[src/core/cal_defines.svh]
// config autoload sequencer: offsets, signature values, field positions and timing counts
// assumes a 100 MHz system clock; every count except CAL_SYNC_CYC derives from a time in ns
`ifndef CAL_DEFINES_SVH
`define CAL_DEFINES_SVH

`define CAL_CLK_NS          10
// round a least time up, a longest time down
`define CAL_CEIL_CYC(ns)    (((ns) + `CAL_CLK_NS - 1) / `CAL_CLK_NS)
`define CAL_FLOOR_CYC(ns)   ((ns) / `CAL_CLK_NS)

`define CAL_T_LEAD_NS       660
`define CAL_T_LEAD_CYC      `CAL_CEIL_CYC(`CAL_T_LEAD_NS)
`define CAL_T_FLASH_NS      9600
`define CAL_T_FLASH_CYC     `CAL_FLOOR_CYC(`CAL_T_FLASH_NS)
`define CAL_T_FAST_NS       120
`define CAL_T_FAST_CYC      `CAL_CEIL_CYC(`CAL_T_FAST_NS)
`define CAL_T_SLOW_NS       240
`define CAL_T_SLOW_CYC      `CAL_CEIL_CYC(`CAL_T_SLOW_NS)
`define CAL_T_GAP_NS        26000
`define CAL_T_GAP_CYC       `CAL_CEIL_CYC(`CAL_T_GAP_NS)
`define CAL_T_SCL_NS        19260
`define CAL_T_SCL_QCYC      (`CAL_T_SCL_NS / (4 * `CAL_CLK_NS))
`define CAL_T_PROM_NS       2660000
`define CAL_T_PROM_CYC      `CAL_CEIL_CYC(`CAL_T_PROM_NS)
`define CAL_SYNC_CYC        2

`define CAL_FLASH_TOP       19'h7ffff
`define CAL_SIG_A           8'haa
`define CAL_SIG_B           8'h55
`define CAL_FAST_CODE       8'haa
`define CAL_IMG_BYTES       16
`define CAL_FIELD_BYTES     12
`define CAL_FIELD_FIRST     4
`define CAL_PROM_CTRL_WR    8'ha0
`define CAL_PROM_CTRL_RD    8'ha1
`define CAL_PROM_START_ADDR 8'h00

// eeprom command steps
`define CAL_PS_START        5'd0
`define CAL_PS_CTRL_WR      5'd1
`define CAL_PS_ADDR         5'd2
`define CAL_PS_RESTART      5'd3
`define CAL_PS_CTRL_RD      5'd4
`define CAL_PS_RD_FIRST     5'd5
`define CAL_PS_RD_LAST      5'd20
`define CAL_PS_STOP         5'd21
`define CAL_PS_END          5'd22

`endif

[src/core/cal_pkg.sv]
// config autoload sequencer: shared types
// assumes cal_defines.svh is on the include path
package cal_pkg;
`include "cal_defines.svh"

  typedef enum logic [2:0] {
    CAL_ST_RESET = 3'b000,
    CAL_ST_LEAD  = 3'b001,
    CAL_ST_FLASH = 3'b011,
    CAL_ST_GAP   = 3'b010,
    CAL_ST_PROM  = 3'b110,
    CAL_ST_HOLD  = 3'b111,
    CAL_ST_DONE  = 3'b101
  } cal_st_t;

  typedef enum logic [1:0] {
    CAL_SYM_START = 2'b00,
    CAL_SYM_STOP  = 2'b01,
    CAL_SYM_BYTE  = 2'b11
  } cal_sym_t;

  typedef struct packed {
    logic       s1;
    logic       s2;
    logic [9:0] div;
    logic [1:0] q;
    logic [3:0] nbit;
    logic       busy;
    cal_sym_t   kind;
    logic [8:0] tx;
    logic [8:0] rx;
    logic       done;
    logic       scl;
    logic       oe;
    logic       low;
  } cal_sc_t;

endpackage : cal_pkg

[src/core/cal_loader.sv]
// config autoload sequencer: loads identity and link setup bytes from parallel flash, then 2-wire eeprom
// assumes host-bus reset, flash data and serial data arrive asynchronously; outputs feed config header
`timescale 1ns/1ps
`include "cal_defines.svh"

// How it works
// Leaving host-bus reset starts flash detection and the configuration load.
// First flash read begins 660 ns after host-bus reset release.
// Read 7FFFF then 7FFFE; they must hold AA then 55.
// On a good start, keep counting down to read sixteen bytes total.
// Commit the twelve field bytes only when 7FFFC holds 55.
// Byte at 7FFFD equal to AA selects 120 ns reads, else 240 ns.
// Bytes 7FFFB..7FFF0 fill device ID, class, subsystem IDs, PHY word.
// The flash phase completes within 9600 ns.
// Host-bus accesses get Target Retry while either load runs.
// A valid eeprom image overrides values loaded from flash.
// Eeprom sequence starts 26 us after the flash phase ends.
// Eeprom addressing covers parts of up to 256 bytes.
// Transfer opens with data falling while serial clock is high.
// Control byte is 1010, select 000, direction write.
// Word address 00 follows the acknowledged control byte; eeprom acknowledges it.
// Eeprom returns sequential bytes with acknowledges; transfer ends with STOP.
// Direction bit is 0 for write, 1 for read.
// Serial clock period is 19.26 us; the quarter count rounds down to 481 cycles, so the code gives 19.24 us.
// Eeprom phase spans 2.66 ms from its start; a full image read at the default serial clock runs longer.
// Bytes 0,1 present AA,55; bytes 2,3 signature AA,55; 4..15 fields.
// Flash address bus is 19 bits, data bus 8 bits.
// Read strobe and memory select go low to read flash.
// Repeated start, read control byte, last byte not acknowledged before STOP.
// Failed checks leave that source's values untouched and end its sequence; a bad eeprom signature byte does not end the reads.
module cal_loader import cal_pkg::*; #(
  parameter int          P_PROM_CYC         = `CAL_T_PROM_CYC,
  parameter int          P_QCYC             = `CAL_T_SCL_QCYC,
  parameter logic [15:0] P_DEF_DEVICE_ID_HI = 16'h0000, // arbitrary
  parameter logic [15:0] P_DEF_CLASS_HI     = 16'h0000,
  parameter logic [15:0] P_DEF_SSVID        = 16'h0000, // arbitrary
  parameter logic [15:0] P_DEF_SSID_HI      = 16'h0000, // arbitrary
  parameter logic [31:0] P_DEF_PHY_CONFIG   = 32'h0000_0000
) (
  input  wire logic        i_clk_sys,
  input  wire logic        i_srst,
  input  wire logic        i_pci_rst_n,
  input  wire logic [7:0]  i_flash_data_bus,
  input  wire logic        i_prom_serial_data,
  output logic [18:0]      o_flash_addr_bus,
  output logic             o_flash_read_strobe_n,
  output logic             o_flash_write_strobe_n,
  output logic             o_mem_select_n,
  output logic             o_prom_serial_clock,
  output logic             o_prom_serial_data_out,
  output logic             o_prom_serial_data_oe,
  output logic             o_target_retry,
  output logic             o_load_done,
  output logic             o_flash_loaded,
  output logic             o_prom_loaded,
  output logic             o_flash_fast,
  output logic [15:0]      o_device_id_hi,
  output logic [15:0]      o_class_code_hi,
  output logic [15:0]      o_subsys_vendor_id,
  output logic [15:0]      o_subsys_id_hi,
  output logic [31:0]      o_phy_config
);

  if (P_PROM_CYC < 1 || P_PROM_CYC > 524287) begin : g_chk_prom
    $error("cal_loader: P_PROM_CYC out of range");
  end

  // counters load one less than the span: the zero cycle counts too
  localparam logic [18:0] LEAD_LOAD  = 19'(`CAL_T_LEAD_CYC - 1);
  localparam logic [18:0] FLASH_LAST = 19'(`CAL_T_FLASH_CYC - 1);
  localparam logic [18:0] GAP_LOAD   = 19'(`CAL_T_GAP_CYC - 1);
  localparam logic [18:0] PROM_LAST  = 19'(P_PROM_CYC - 1);

  typedef struct packed {
    cal_st_t          st;
    logic             rst_s1;
    logic             rst_s2;
    logic             rst_d;
    logic [7:0]       dat_s1;
    logic [7:0]       dat_s2;
    logic [18:0]      cnt;
    logic [18:0]      cyc;
    logic [4:0]       idx;
    logic [4:0]       step;
    logic             pend;
    logic             pass;
    logic [11:0][7:0] stage;
    logic             go;
    cal_sym_t         kind;
    logic [8:0]       tx;
    logic [18:0]      addr;
    logic             rd_n;
    logic             wr_n;
    logic             cs_n;
    logic             retry;
    logic             done;
    logic             fl_ok;
    logic             pr_ok;
    logic             fast;
    logic [15:0]      devid;
    logic [15:0]      ccode;
    logic [15:0]      ssvid;
    logic [15:0]      ssid;
    logic [31:0]      phy;
  } cal_ld_t;

  cal_ld_t    r_r, r_nxt;
  logic       sc_busy;
  logic       sc_done;
  logic [8:0] sc_rx;

  // read wait per byte; sync stages add latency before the bus value is seen
  function automatic logic [18:0] read_wait(logic fast);
    return fast ? 19'(`CAL_T_FAST_CYC - 1 + `CAL_SYNC_CYC) : 19'(`CAL_T_SLOW_CYC - 1 + `CAL_SYNC_CYC);
  endfunction : read_wait

  // staged field bytes into the configuration outputs
  function automatic cal_ld_t commit(cal_ld_t s);
    cal_ld_t o;
    o = s;
    o.devid = {s.stage[1], s.stage[0]};
    o.ccode = {s.stage[3], s.stage[2]};
    o.ssvid = {s.stage[5], s.stage[4]};
    o.ssid  = {s.stage[7], s.stage[6]};
    o.phy   = {s.stage[11], s.stage[10], s.stage[9], s.stage[8]};
    return o;
  endfunction : commit

  always_comb begin
    logic       ok;
    logic       fin;
    logic [7:0] rbyte;
    logic [4:0] k;
    ok    = 1'b1;
    fin   = 1'b0;
    rbyte = sc_rx[8:1];
    k     = 5'(r_r.step - `CAL_PS_RD_FIRST);
    r_nxt = r_r;
    r_nxt.go     = 1'b0;
    // host-bus reset and flash data are asynchronous pins
    r_nxt.rst_s1 = i_pci_rst_n;
    r_nxt.rst_s2 = r_r.rst_s1;
    r_nxt.rst_d  = r_r.rst_s2;
    r_nxt.dat_s1 = i_flash_data_bus;
    r_nxt.dat_s2 = r_r.dat_s1;
    if (!r_r.rst_s2) begin
      // host-bus reset in force: restart from scratch, loaded values kept
      r_nxt.st    = CAL_ST_RESET;
      r_nxt.rd_n  = 1'b1;
      r_nxt.cs_n  = 1'b1;
      r_nxt.retry = 1'b1;
      r_nxt.done  = 1'b0;
      r_nxt.pend  = 1'b0;
    end else begin
      case (r_r.st)
        CAL_ST_RESET: begin
          if (!r_r.rst_d) begin
            r_nxt.st  = CAL_ST_LEAD;
            r_nxt.cnt = LEAD_LOAD;
          end
        end
        CAL_ST_LEAD: begin
          if (r_r.cnt != 19'd0) begin
            r_nxt.cnt = r_r.cnt - 19'd1;
          end else begin
            r_nxt.st    = CAL_ST_FLASH;
            r_nxt.addr  = `CAL_FLASH_TOP;
            r_nxt.rd_n  = 1'b0;
            r_nxt.cs_n  = 1'b0;
            r_nxt.idx   = 5'd0;
            r_nxt.fast  = 1'b0;
            r_nxt.cyc   = 19'd0;
            r_nxt.fl_ok = 1'b0;
            r_nxt.cnt   = read_wait(1'b0);
          end
        end
        CAL_ST_FLASH: begin
          r_nxt.cyc = r_r.cyc + 19'd1;
          if (!r_r.rd_n) begin
            if (r_r.cnt != 19'd0) begin
              r_nxt.cnt = r_r.cnt - 19'd1;
            end else begin
              case (r_r.idx)
                5'd0: ok = (r_r.dat_s2 == `CAL_SIG_A);
                5'd1: ok = (r_r.dat_s2 == `CAL_SIG_B);
                5'd2: r_nxt.fast = (r_r.dat_s2 == `CAL_FAST_CODE);
                5'd3: ok = (r_r.dat_s2 == `CAL_SIG_B);
                default: r_nxt.stage[4'(r_r.idx - 5'(`CAL_FIELD_FIRST))] = r_r.dat_s2;
              endcase
              if (!ok) begin
                fin = 1'b1;
              end else if (r_r.idx == 5'(`CAL_IMG_BYTES - 1)) begin
                r_nxt       = commit(r_nxt);
                r_nxt.fl_ok = 1'b1;
                fin         = 1'b1;
              end else begin
                r_nxt.idx  = r_r.idx + 5'd1;
                r_nxt.addr = r_r.addr - 19'd1;
                r_nxt.cnt  = read_wait(r_nxt.fast);
              end
              if (fin) begin
                r_nxt.rd_n = 1'b1;
                r_nxt.cs_n = 1'b1;
              end
            end
          end else if (r_r.cyc >= FLASH_LAST) begin
            // reads take far less; the phase is padded to its fixed span
            r_nxt.st  = CAL_ST_GAP;
            r_nxt.cnt = GAP_LOAD;
          end
        end
        CAL_ST_GAP: begin
          if (r_r.cnt != 19'd0) begin
            r_nxt.cnt = r_r.cnt - 19'd1;
          end else begin
            r_nxt.st    = CAL_ST_PROM;
            r_nxt.step  = `CAL_PS_START;
            r_nxt.pend  = 1'b0;
            r_nxt.pass  = 1'b1;
            r_nxt.cyc   = 19'd0;
            r_nxt.pr_ok = 1'b0;
          end
        end
        CAL_ST_PROM: begin
          r_nxt.cyc = r_r.cyc + 19'd1;
          if (!r_r.pend && !sc_busy) begin
            r_nxt.go   = 1'b1;
            r_nxt.pend = 1'b1;
            r_nxt.kind = CAL_SYM_BYTE;
            if (r_r.step == `CAL_PS_START || r_r.step == `CAL_PS_RESTART) begin
              r_nxt.kind = CAL_SYM_START;
            end else if (r_r.step == `CAL_PS_STOP) begin
              r_nxt.kind = CAL_SYM_STOP;
            end else if (r_r.step == `CAL_PS_CTRL_WR) begin
              r_nxt.tx = {`CAL_PROM_CTRL_WR, 1'b1};
            end else if (r_r.step == `CAL_PS_ADDR) begin
              r_nxt.tx = {`CAL_PROM_START_ADDR, 1'b1};
            end else if (r_r.step == `CAL_PS_CTRL_RD) begin
              r_nxt.tx = {`CAL_PROM_CTRL_RD, 1'b1};
            end else begin
              // release data, then acknowledge all but the final byte
              r_nxt.tx = {8'hff, r_r.step == `CAL_PS_RD_LAST};
            end
          end else if (r_r.pend && sc_done) begin
            r_nxt.pend = 1'b0;
            r_nxt.step = r_r.step + 5'd1;
            if (r_r.step == `CAL_PS_CTRL_WR || r_r.step == `CAL_PS_ADDR || r_r.step == `CAL_PS_CTRL_RD) begin
              if (sc_rx[0]) begin
                r_nxt.pass = 1'b0;
                r_nxt.step = `CAL_PS_STOP;
              end
            end else if (r_r.step >= `CAL_PS_RD_FIRST && r_r.step <= `CAL_PS_RD_LAST) begin
              case (k)
                5'd0, 5'd2: ok = (rbyte == `CAL_SIG_A);
                5'd1, 5'd3: ok = (rbyte == `CAL_SIG_B);
                default: r_nxt.stage[4'(k - 5'(`CAL_FIELD_FIRST))] = rbyte;
              endcase
              if (!ok) begin
                r_nxt.pass = 1'b0;
              end
            end else if (r_r.step == `CAL_PS_STOP) begin
              r_nxt.st = CAL_ST_HOLD;
              if (r_r.pass) begin
                r_nxt       = commit(r_nxt);
                r_nxt.pr_ok = 1'b1;
              end
            end
          end
        end
        // a long transfer overruns the minimum span; done then follows at once
        CAL_ST_HOLD: begin
          if (r_r.cyc >= PROM_LAST) begin
            r_nxt.st    = CAL_ST_DONE;
            r_nxt.retry = 1'b0;
            r_nxt.done  = 1'b1;
          end else begin
            r_nxt.cyc = r_r.cyc + 19'd1;
          end
        end
        CAL_ST_DONE: begin
          r_nxt.retry = 1'b0;
        end
        default: begin
          r_nxt.st = CAL_ST_RESET;
        end
      endcase
    end
  end

  // only the system reset restores default fields; host-bus reset keeps them
  always_ff @(posedge i_clk_sys) begin
    if (i_srst) begin
      r_r        <= '0;
      r_r.rd_n   <= 1'b1;
      r_r.wr_n   <= 1'b1;
      r_r.cs_n   <= 1'b1;
      r_r.retry  <= 1'b1;
      r_r.devid  <= P_DEF_DEVICE_ID_HI;
      r_r.ccode  <= P_DEF_CLASS_HI;
      r_r.ssvid  <= P_DEF_SSVID;
      r_r.ssid   <= P_DEF_SSID_HI;
      r_r.phy    <= P_DEF_PHY_CONFIG;
      r_r.addr   <= `CAL_FLASH_TOP;
    end else begin
      r_r <= r_nxt;
    end
  end

  // engine sees only the system reset, so a symbol in flight ends on its own
  cal_serial #(
    .P_QCYC (P_QCYC)
  ) u_serial (
    .i_clk_sys (i_clk_sys),
    .i_srst    (i_srst),
    .i_go      (r_r.go),
    .i_kind    (r_r.kind),
    .i_tx      (r_r.tx),
    .i_sda     (i_prom_serial_data),
    .o_busy    (sc_busy),
    .o_done    (sc_done),
    .o_rx      (sc_rx),
    .o_scl     (o_prom_serial_clock),
    .o_sda_out (o_prom_serial_data_out),
    .o_sda_oe  (o_prom_serial_data_oe)
  );

  assign o_flash_addr_bus       = r_r.addr;
  assign o_flash_read_strobe_n  = r_r.rd_n;
  assign o_flash_write_strobe_n = r_r.wr_n;
  assign o_mem_select_n         = r_r.cs_n;
  assign o_target_retry         = r_r.retry;
  assign o_load_done            = r_r.done;
  assign o_flash_loaded         = r_r.fl_ok;
  assign o_prom_loaded          = r_r.pr_ok;
  assign o_flash_fast           = r_r.fast;
  assign o_device_id_hi         = r_r.devid;
  assign o_class_code_hi        = r_r.ccode;
  assign o_subsys_vendor_id     = r_r.ssvid;
  assign o_subsys_id_hi         = r_r.ssid;
  assign o_phy_config           = r_r.phy;

endmodule : cal_loader

[src/core/cal_serial.sv]
// config autoload sequencer: two-wire bit engine for start, stop and 9-bit byte symbols
// assumes one command at a time, issued only while o_busy is low
`timescale 1ns/1ps
`include "cal_defines.svh"
module cal_serial import cal_pkg::*; #(
  parameter int P_QCYC = `CAL_T_SCL_QCYC
) (
  input  wire logic       i_clk_sys,
  input  wire logic       i_srst,
  input  wire logic       i_go,
  input  wire cal_sym_t   i_kind,
  input  wire logic [8:0] i_tx,
  input  wire logic       i_sda,
  output logic            o_busy,
  output logic            o_done,
  output logic [8:0]      o_rx,
  output logic            o_scl,
  output logic            o_sda_out,
  output logic            o_sda_oe
);

  if (P_QCYC < 2 || P_QCYC > 1023) begin : g_chk
    $error("cal_serial: P_QCYC out of range");
  end

  localparam logic [9:0] QRELOAD = 10'(P_QCYC - 1);

  cal_sc_t r_r, r_nxt;

  // action taken on entry to quarter s.q of the current symbol
  function automatic cal_sc_t enter_q(cal_sc_t s);
    cal_sc_t o;
    o = s;
    case (s.kind)
      CAL_SYM_START: begin
        case (s.q)
          2'd0: begin o.scl = 1'b0; o.oe = 1'b0; end
          2'd1: o.scl = 1'b1;
          2'd2: o.oe = 1'b1;
          default: o.scl = 1'b0;
        endcase
      end
      CAL_SYM_STOP: begin
        case (s.q)
          2'd0: begin o.scl = 1'b0; o.oe = 1'b1; end
          2'd1: o.scl = 1'b1;
          2'd2: o.oe = 1'b0;
          default: o.scl = 1'b1;
        endcase
      end
      default: begin
        case (s.q)
          2'd0: begin o.scl = 1'b0; o.oe = ~s.tx[8]; end
          2'd1: o.scl = 1'b1;
          2'd2: o.rx = {s.rx[7:0], s.s2};
          default: o.scl = 1'b0;
        endcase
      end
    endcase
    return o;
  endfunction : enter_q

  always_comb begin
    r_nxt = r_r;
    r_nxt.done = 1'b0;
    r_nxt.s1 = i_sda;
    r_nxt.s2 = r_r.s1;
    if (!r_r.busy) begin
      if (i_go) begin
        r_nxt.busy = 1'b1;
        r_nxt.kind = i_kind;
        r_nxt.tx   = i_tx;
        r_nxt.nbit = (i_kind == CAL_SYM_BYTE) ? 4'd8 : 4'd0;
        r_nxt.q    = 2'd0;
        r_nxt.div  = QRELOAD;
        r_nxt      = enter_q(r_nxt);
      end
    end else if (r_r.div != 10'd0) begin
      r_nxt.div = r_r.div - 10'd1;
    end else begin
      r_nxt.div = QRELOAD;
      if (r_r.q == 2'd3) begin
        if (r_r.nbit == 4'd0) begin
          r_nxt.busy = 1'b0;
          r_nxt.done = 1'b1;
        end else begin
          r_nxt.nbit = r_r.nbit - 4'd1;
          r_nxt.tx   = {r_r.tx[7:0], 1'b1};
          r_nxt.q    = 2'd0;
          r_nxt      = enter_q(r_nxt);
        end
      end else begin
        r_nxt.q = r_r.q + 2'd1;
        r_nxt   = enter_q(r_nxt);
      end
    end
  end

  always_ff @(posedge i_clk_sys) begin
    if (i_srst) begin
      r_r     <= '0;
      r_r.scl <= 1'b1;
      r_r.s1  <= 1'b1;
      r_r.s2  <= 1'b1;
    end else begin
      r_r <= r_nxt;
    end
  end

  assign o_busy    = r_r.busy;
  assign o_done    = r_r.done;
  assign o_rx      = r_r.rx;
  assign o_scl     = r_r.scl;
  assign o_sda_out = r_r.low;
  assign o_sda_oe  = r_r.oe;

endmodule : cal_serial

[config.mk]
export PLATFORM = sky130hd
export DESIGN_NAME = cal_loader
export DESIGN_NICKNAME = d
export VERILOG_FILES = /design/src/core/cal_pkg.sv /design/src/core/cal_loader.sv /design/src/core/cal_serial.sv
export VERILOG_INCLUDE_DIRS = /design/src /design/src/core
export SDC_FILE = /design/constraint.sdc
export NUM_CORES = 1
export LEC_CHECK = 0
export BUFFER_PORTS_ARGS = -buffer_cell sky130_fd_sc_hd__buf_2
export CAP_MARGIN = 10
export CORE_MARGIN = 2
export CORE_UTILIZATION = 55
export DETAILED_ROUTE_END_ITERATION = 10
export PLACE_DENSITY = 0.71
export SLEW_MARGIN = 10
export SYNTH_ARGS = -nofsm -noshare
export SYNTH_HDL_FRONTEND = slang
export SYNTH_SLANG_ARGS = --single-unit
[constraint.sdc]
create_clock -name i_clk_sys -period 4.2 [get_ports i_clk_sys]
set_input_delay 0 -clock i_clk_sys [delete_from_list [all_inputs] [get_ports i_clk_sys]]
set_output_delay 0 -clock i_clk_sys [all_outputs]
set_load 0.005 [all_outputs]
Word level (Yosys, flattened, before mapping):

Index checks and enable logic that the tools add are counted.

* add/subtract/negate cells: 11
* bitwise logic cells: 10
* muxes and demuxes: 132
* $lt $le $gt $ge: 8
* reduce and logical (&&, ||, !) cells: 61
* eq/ne operators: 73

Operators by type and width (number)
* 2-to-1 mux 303 bit: 8
* 2-to-1 mux 262 bit: 2
* 2-to-1 mux 97 bit: 3
* 2-to-1 mux 96 bit: 3
* 2-to-1 mux 281 bit: 1
* 2-to-1 mux 232 bit: 1
* 2-to-1 mux 231 bit: 1
* case mux 108 bit (2 select lines): 1
* bitwise mux 96 bit: 2
* case mux 96 bit (2 select lines): 1
* 2-to-1 mux 19 bit: 10
* case mux 19 bit (5 select lines): 2
* 2-to-1 mux 71 bit: 2
* 2-to-1 mux 135 bit: 1
* 2-to-1 mux 123 bit: 1
* 2-to-1 mux 99 bit: 1
* 2-to-1 mux 41 bit: 2
* 2-to-1 mux 70 bit: 1
* 2-to-1 mux 67 bit: 1
* 2-to-1 mux 65 bit: 1
* demux 8 bit (select 4 bit): 2
* 2-to-1 mux 31 bit: 2
* case mux 20 bit (3 select lines): 1
* 2-to-1 mux 9 bit: 6
* 79 further kinds: 239

* output and inout port bits: 126
* register bits: 343
* word-level logic and storage cells: 346
* bits of input ports: 12

Longest topological paths before layout:

* depth in word-level cells: 18
* depth in mapped cells: 12
* gate-level depth less buffers: 9

Hierarchy:

From an unflattened synthesis, not the netlist that was laid out.

* cells, all modules: 2518
* area total of the unflattened synthesis: 20339.5 sq um

Modules (own cells, without submodules)
* cal_loader: cells each 2272, times used 1, sequential area each 5945.7 sq um, area an instance 18233.7 sq um
* cal_serial: cells each 246, times used 1, sequential area each 820.8 sq um, area an instance 2105.8 sq um

Least setup slack after synthesis:

No wires, ideal clock.

* path kind: flip-flop to flip-flop
* from: reg r_r[233] (netlist name)
* to: reg r_r[143] (netlist name)
* path slack: 1.248 ns
* cell stages (with the launch flop): 11
* arrival: 2.835 ns
* buffers on the path: 2
* setup time: 0.117 ns
* required time: 4.083 ns
* period minus slack after synthesis: 2.952 ns
* cell sequence: dfxtp_1 inv_1 ha_1 clkbuf_1 or3_1 and3_1 or2_2 o31ai_1 buf_2 a31oi_1 a22o_1

* cells in the longest elaborated chain, start to end: 14
* elaborated cells between the ends (all ways): 32
* those cells by class: add/sub: 2; order compare: 4; eq/ne: 9; mux: 10; reduce/logical: 7

RTL lines
* start, declared: line cal_loader.sv:107 `cal_ld_t r_r, r_nxt;`
* start signal, assigned: line cal_loader.sv:305 `r_r <= r_nxt;`
* subtractor 5 x 3 -> 5 bit (no source line)
* subtractor 4 x 3 -> 4 bit: line cal_loader.sv:256 `` default: r_nxt.stage[4'(k - 5'(`CAL_FIELD_FIRST))] = rbyte; ``
* < comparator 4 x 5 -> 1 bit or >= comparator 4 x 1 -> 1 bit (tied branches): line cal_loader.sv:256
* logical AND 1 bit: line cal_loader.sv:256
* 2-to-1 mux 8 bit: line cal_loader.sv:256
* demux 8 bit (select 4 bit): line cal_loader.sv:256
* bitwise mux 96 bit: line cal_loader.sv:256
* 2-to-1 mux 96 bit: line cal_loader.sv:253 `case (k)`
* 2-to-1 mux 97 bit: line cal_loader.sv:252 `` end else if (r_r.step >= `CAL_PS_RD_FIRST && r_r.step <= `CAL_PS_RD_LAST) begin ``
* 2-to-1 mux 97 bit: line cal_loader.sv:146 `if (!r_r.rst_s2) begin`
* 2-to-1 mux 231 bit: line cal_loader.sv:247 `` if (r_r.step == `CAL_PS_CTRL_WR || r_r.step == `CAL_PS_ADDR || r_r.step == `CAL_PS_CTRL_RD) begin ``
* 2-to-1 mux 303 bit: line cal_loader.sv:244 `end else if (r_r.pend && sc_done) begin`
* 2-to-1 mux 97 bit: line cal_loader.sv:226 `if (!r_r.pend && !sc_busy) begin`
* case mux 108 bit (2 select lines): line cal_loader.sv:155 `case (r_r.st)`

Several ways; a longest one is shown, not always the timed one. The select of a mux whose other input is x is not followed.
A chain may end at the register's enable or synchronous reset.

Worst setup path in the final report:

* from: reg r_r[233] (netlist name)
* to: reg r_r[192] (netlist name)

Same word-level chain as after synthesis.

==> metrics.yaml <==
drt:
  vias_per_cell: 6.69
  routedWlPerCell_um: 20.8
  vias: 17100
  route.detailed.drc: 0
  ant_nets: 0
  drt_iter0_markers: 1999
  drt_pre_antenna_iters: 6
  drt_wl_total_mm: 53.1
global_routing:
  antenna_found_initial: 0
  grtUsageTotal: 0.290
  grt_pass1_wl_mm: 84.7
  grt_start_max_net_pins: 98
  grt_pass1_vias: 15700
  grt_remaining_overflow: 0
setup_path:
  end_kind: "flop"
  crit_fanout: 24
  cp_data_required_time_ns: 4.63
  crit_slowest_cell: "ha_1"
  path_delay_family: "compound AO/OA/AOI/OAI gates"
  arrival_ns: 4.11
  path_common_cell: "buf_4"
  path_class: "reg -> reg"
  critPathMaxStageDelay_ns: 0.61
  start_kind: "flop"
  crit_buf_inv: 2
  crit_chain: "ha_1, nor4_1, o32a_1, nand2b_1, buf_4, o31ai_1, buf_4, nand2_1, o2bb2ai_1"
sta:
  rsz0062_at_grt: "no"
  max_freq_mhz: 272
  worst_pin_slew_ns: 1.06
  slew_viol_final: 0
  finalSetupViolations: 0
  clock-skew-final_ns: 0.0259
  min_period_over_period: 0.876
  hold_viol_final: 0
  min_period_ns: 3.68
  slew_headroom: 0.293
  fin_setup_tns_ns: 0
floorplan:
  rows: 66
  dieArea_mm2: 0.0347
  core_area_mm2: 0.0326
  initial_core_util: 0.560
  boundaryPins: 138
  die_x_um: 186
  fp.dieH_um: 186
logic_synthesis:
  synth.avg_cell_area_um2: 8.45
  synth_seq_area_share: 0.370
  synthCells: 2163
  yosysWarnings: 0
  yosys-top-cells-area: "dfxtp_1, buf_4, a21oi_1"
  synthFlopType: "dfxtp_1"
  netlist_area_mm2: 0.0183
  async_flop_share: 0
  syn_nets: 2198
  synth_top_area_share: 0.370
  synth_edf_count: 0
  ys_types: 82
  synth.largest_area_cell: "dfxtp_1"
  ys_seq_elements: 338
min_path:
  hp-class: "in -> reg"
clocking:
  cts_tree: "built"
  cts_resized: 0
  cts-root-buf: "clkbuf_16"
  cts_max_path_buffers: 3
  clkSinkCount: 338
  h-tree-depth: 2
  insertion_delay_ns: 0.53
  cts_made_buffers: 38
  clk_transition_reported_paths_ns: 0.06
  cts_setup_buffers: 0
final_layout:
  multi_input_area_mm2: 0.00971
  nNetsFinal: 2121
  antennaDiodeCount: 0
  syn_to_final_growth_pct: 7.81
  drive_above_1_share: 0.134
  ff_latch_area_mm2: 0.00677
  fillCellCount: 2873
  utilization: 0.604
placed_design:
  numPortBuffers: 135
  hpwl_mm: 34.0
  gp_congestion: 0.945
power_and_ir_drop:
  ir_worst_vdd_mv: 0.280
  p_per_area_mw_per_mm2: 353
  power_leakage_nw: 6.97
run:
  drv_cap: 0
run_status:
  outcome: "finished clean"
## kinds of logic (layout without fill, tap and decap cells)
family                     count (synthesis)  in the layout  synth area share
AOI/OAI and AO/OA                        827            827             0.313
xor gates and xnor gates                  12             12           0.00575
adders and majority gates                 23             23            0.0157
buffers and inverters                    353            302             0.100
DFF                                      338            338             0.370
muxes                                     91             91            0.0498
other                                      2              2          0.000411
and+or+nand+nor                          517            517             0.145
## synth_stat cells, types with 18 or more instances
master / number
a211oi_1: 111
a21oi_1: 188
a221o_1: 18
a22o_1: 72
a22oi_1: 103
a31oi_1: 44
buf_2: 25
buf_4: 128
clkbuf_1: 150
dfxtp_1: 338
ha_1: 23
inv_1: 38
mux2i_1: 91
nand2_1: 130
nand3_1: 51
nand4_1: 36
nor2_1: 113
nor2b_1: 27
nor3_1: 41
o21ai_0: 60
o22ai_1: 77
o2bb2ai_1: 25
o31ai_1: 27
or3_1: 18
## placed cells by master (no fill, tap or decap), drive strengths merged, types with 18 or more instances in the layout
cell type / instances
o31ai: 28
nand3: 51
a21oi: 188
a31oi: 44
nand2: 130
a221o: 18
or3: 18
a211oi: 111
nand4: 36
o22ai: 77
a22o: 72
nor3: 42
buf: 182
nor2: 116
inv: 39
ha: 23
dfxtp: 338
a22oi: 103
mux2i: 91
clkbuf: 53
nor2b: 27
o2bb2ai: 25
o21ai: 66
## cell type report
cell class	instances	area share
clock buffer	53	0.0568
clock inverter	13	0.0112
inverter	41	0.00781
timing repair buffer	195	0.0604
tap	442	0.0281
multi-input combinational	1472	0.492
sequential	338	0.343
## what timing repair did
item	in CTS	in global routing
endpoints found under the setup margin	0	0
hold buffers	13	0
endpoints found under the hold margin	26	0
## final timing paths
| check | depth (start not counted) | slack [ns] | start | to |
|---|---|---|---|---|
| worst max-delay path | 9 | 0.52 | r_r[233] | r_r[192] |
| worst min-delay path | 3 | 0.21 | i_prom_serial_data | u_serial.r_r[42] |
| worst max register to register | 9 | 0.52 | r_r[233] | r_r[192] |
| worst min register to register | 1 | 0.44 | r_r[291] | r_r[283] |
## through the flow
stage,power (mW),hold WS (ns),setup WS (ns),cell area [um2],instances
floorplan,3.44,0.104,1.25,18300,2163
CTS,7.00,0.202,0.623,19700,2554
detailed placement,3.51,0.191,0.634,18200,2475
global route,7.15,0.222,0.243,19700,2554
global placement,3.50,0.192,0.755,18200,2475
finish,6.96,0.210,0.521,19700,2554
## worst register-to-register path, delay by kind of cell, from the launching register on
family / cells / cell delay (ns)
compound gates: 3 / 1.24
fa+ha+maj: 1 / 0.61
simple gates: 3 / 0.81
buf+inv: 2 / 0.46
flops: 1 / 0.49
## sequential cells by signal, summed over array words and instances, names as in the netlist, 9 cells and up
register	count
o_subsys_vendor_id	16
o_class_code_hi	16
r_r	175
u_serial.r_r	28
o_flash_addr_bus	19
o_subsys_id_hi	16
o_phy_config	32
o_device_id_hi	16
u_serial.o_rx	9
## per-layer routing
layer  global-route usage  routed length, um  vias to the layer above  share of wire
met5                    0                  0                        -              0
met4                0.142               2540                        0          0.048
met3               0.0423               3870                      169          0.073
met2                0.465              24700                      761           0.46
met1                0.384              22000                     8227           0.41
li1                     -                  -                     7940              -
## power breakdown
group          internal (mW)  switching (mW)
Sequential              3.22          0.0116
Combinational         0.0597           0.162
Clock                   2.17            1.34
Total                   5.45            1.51
Power figures use the tool's default switching activity.
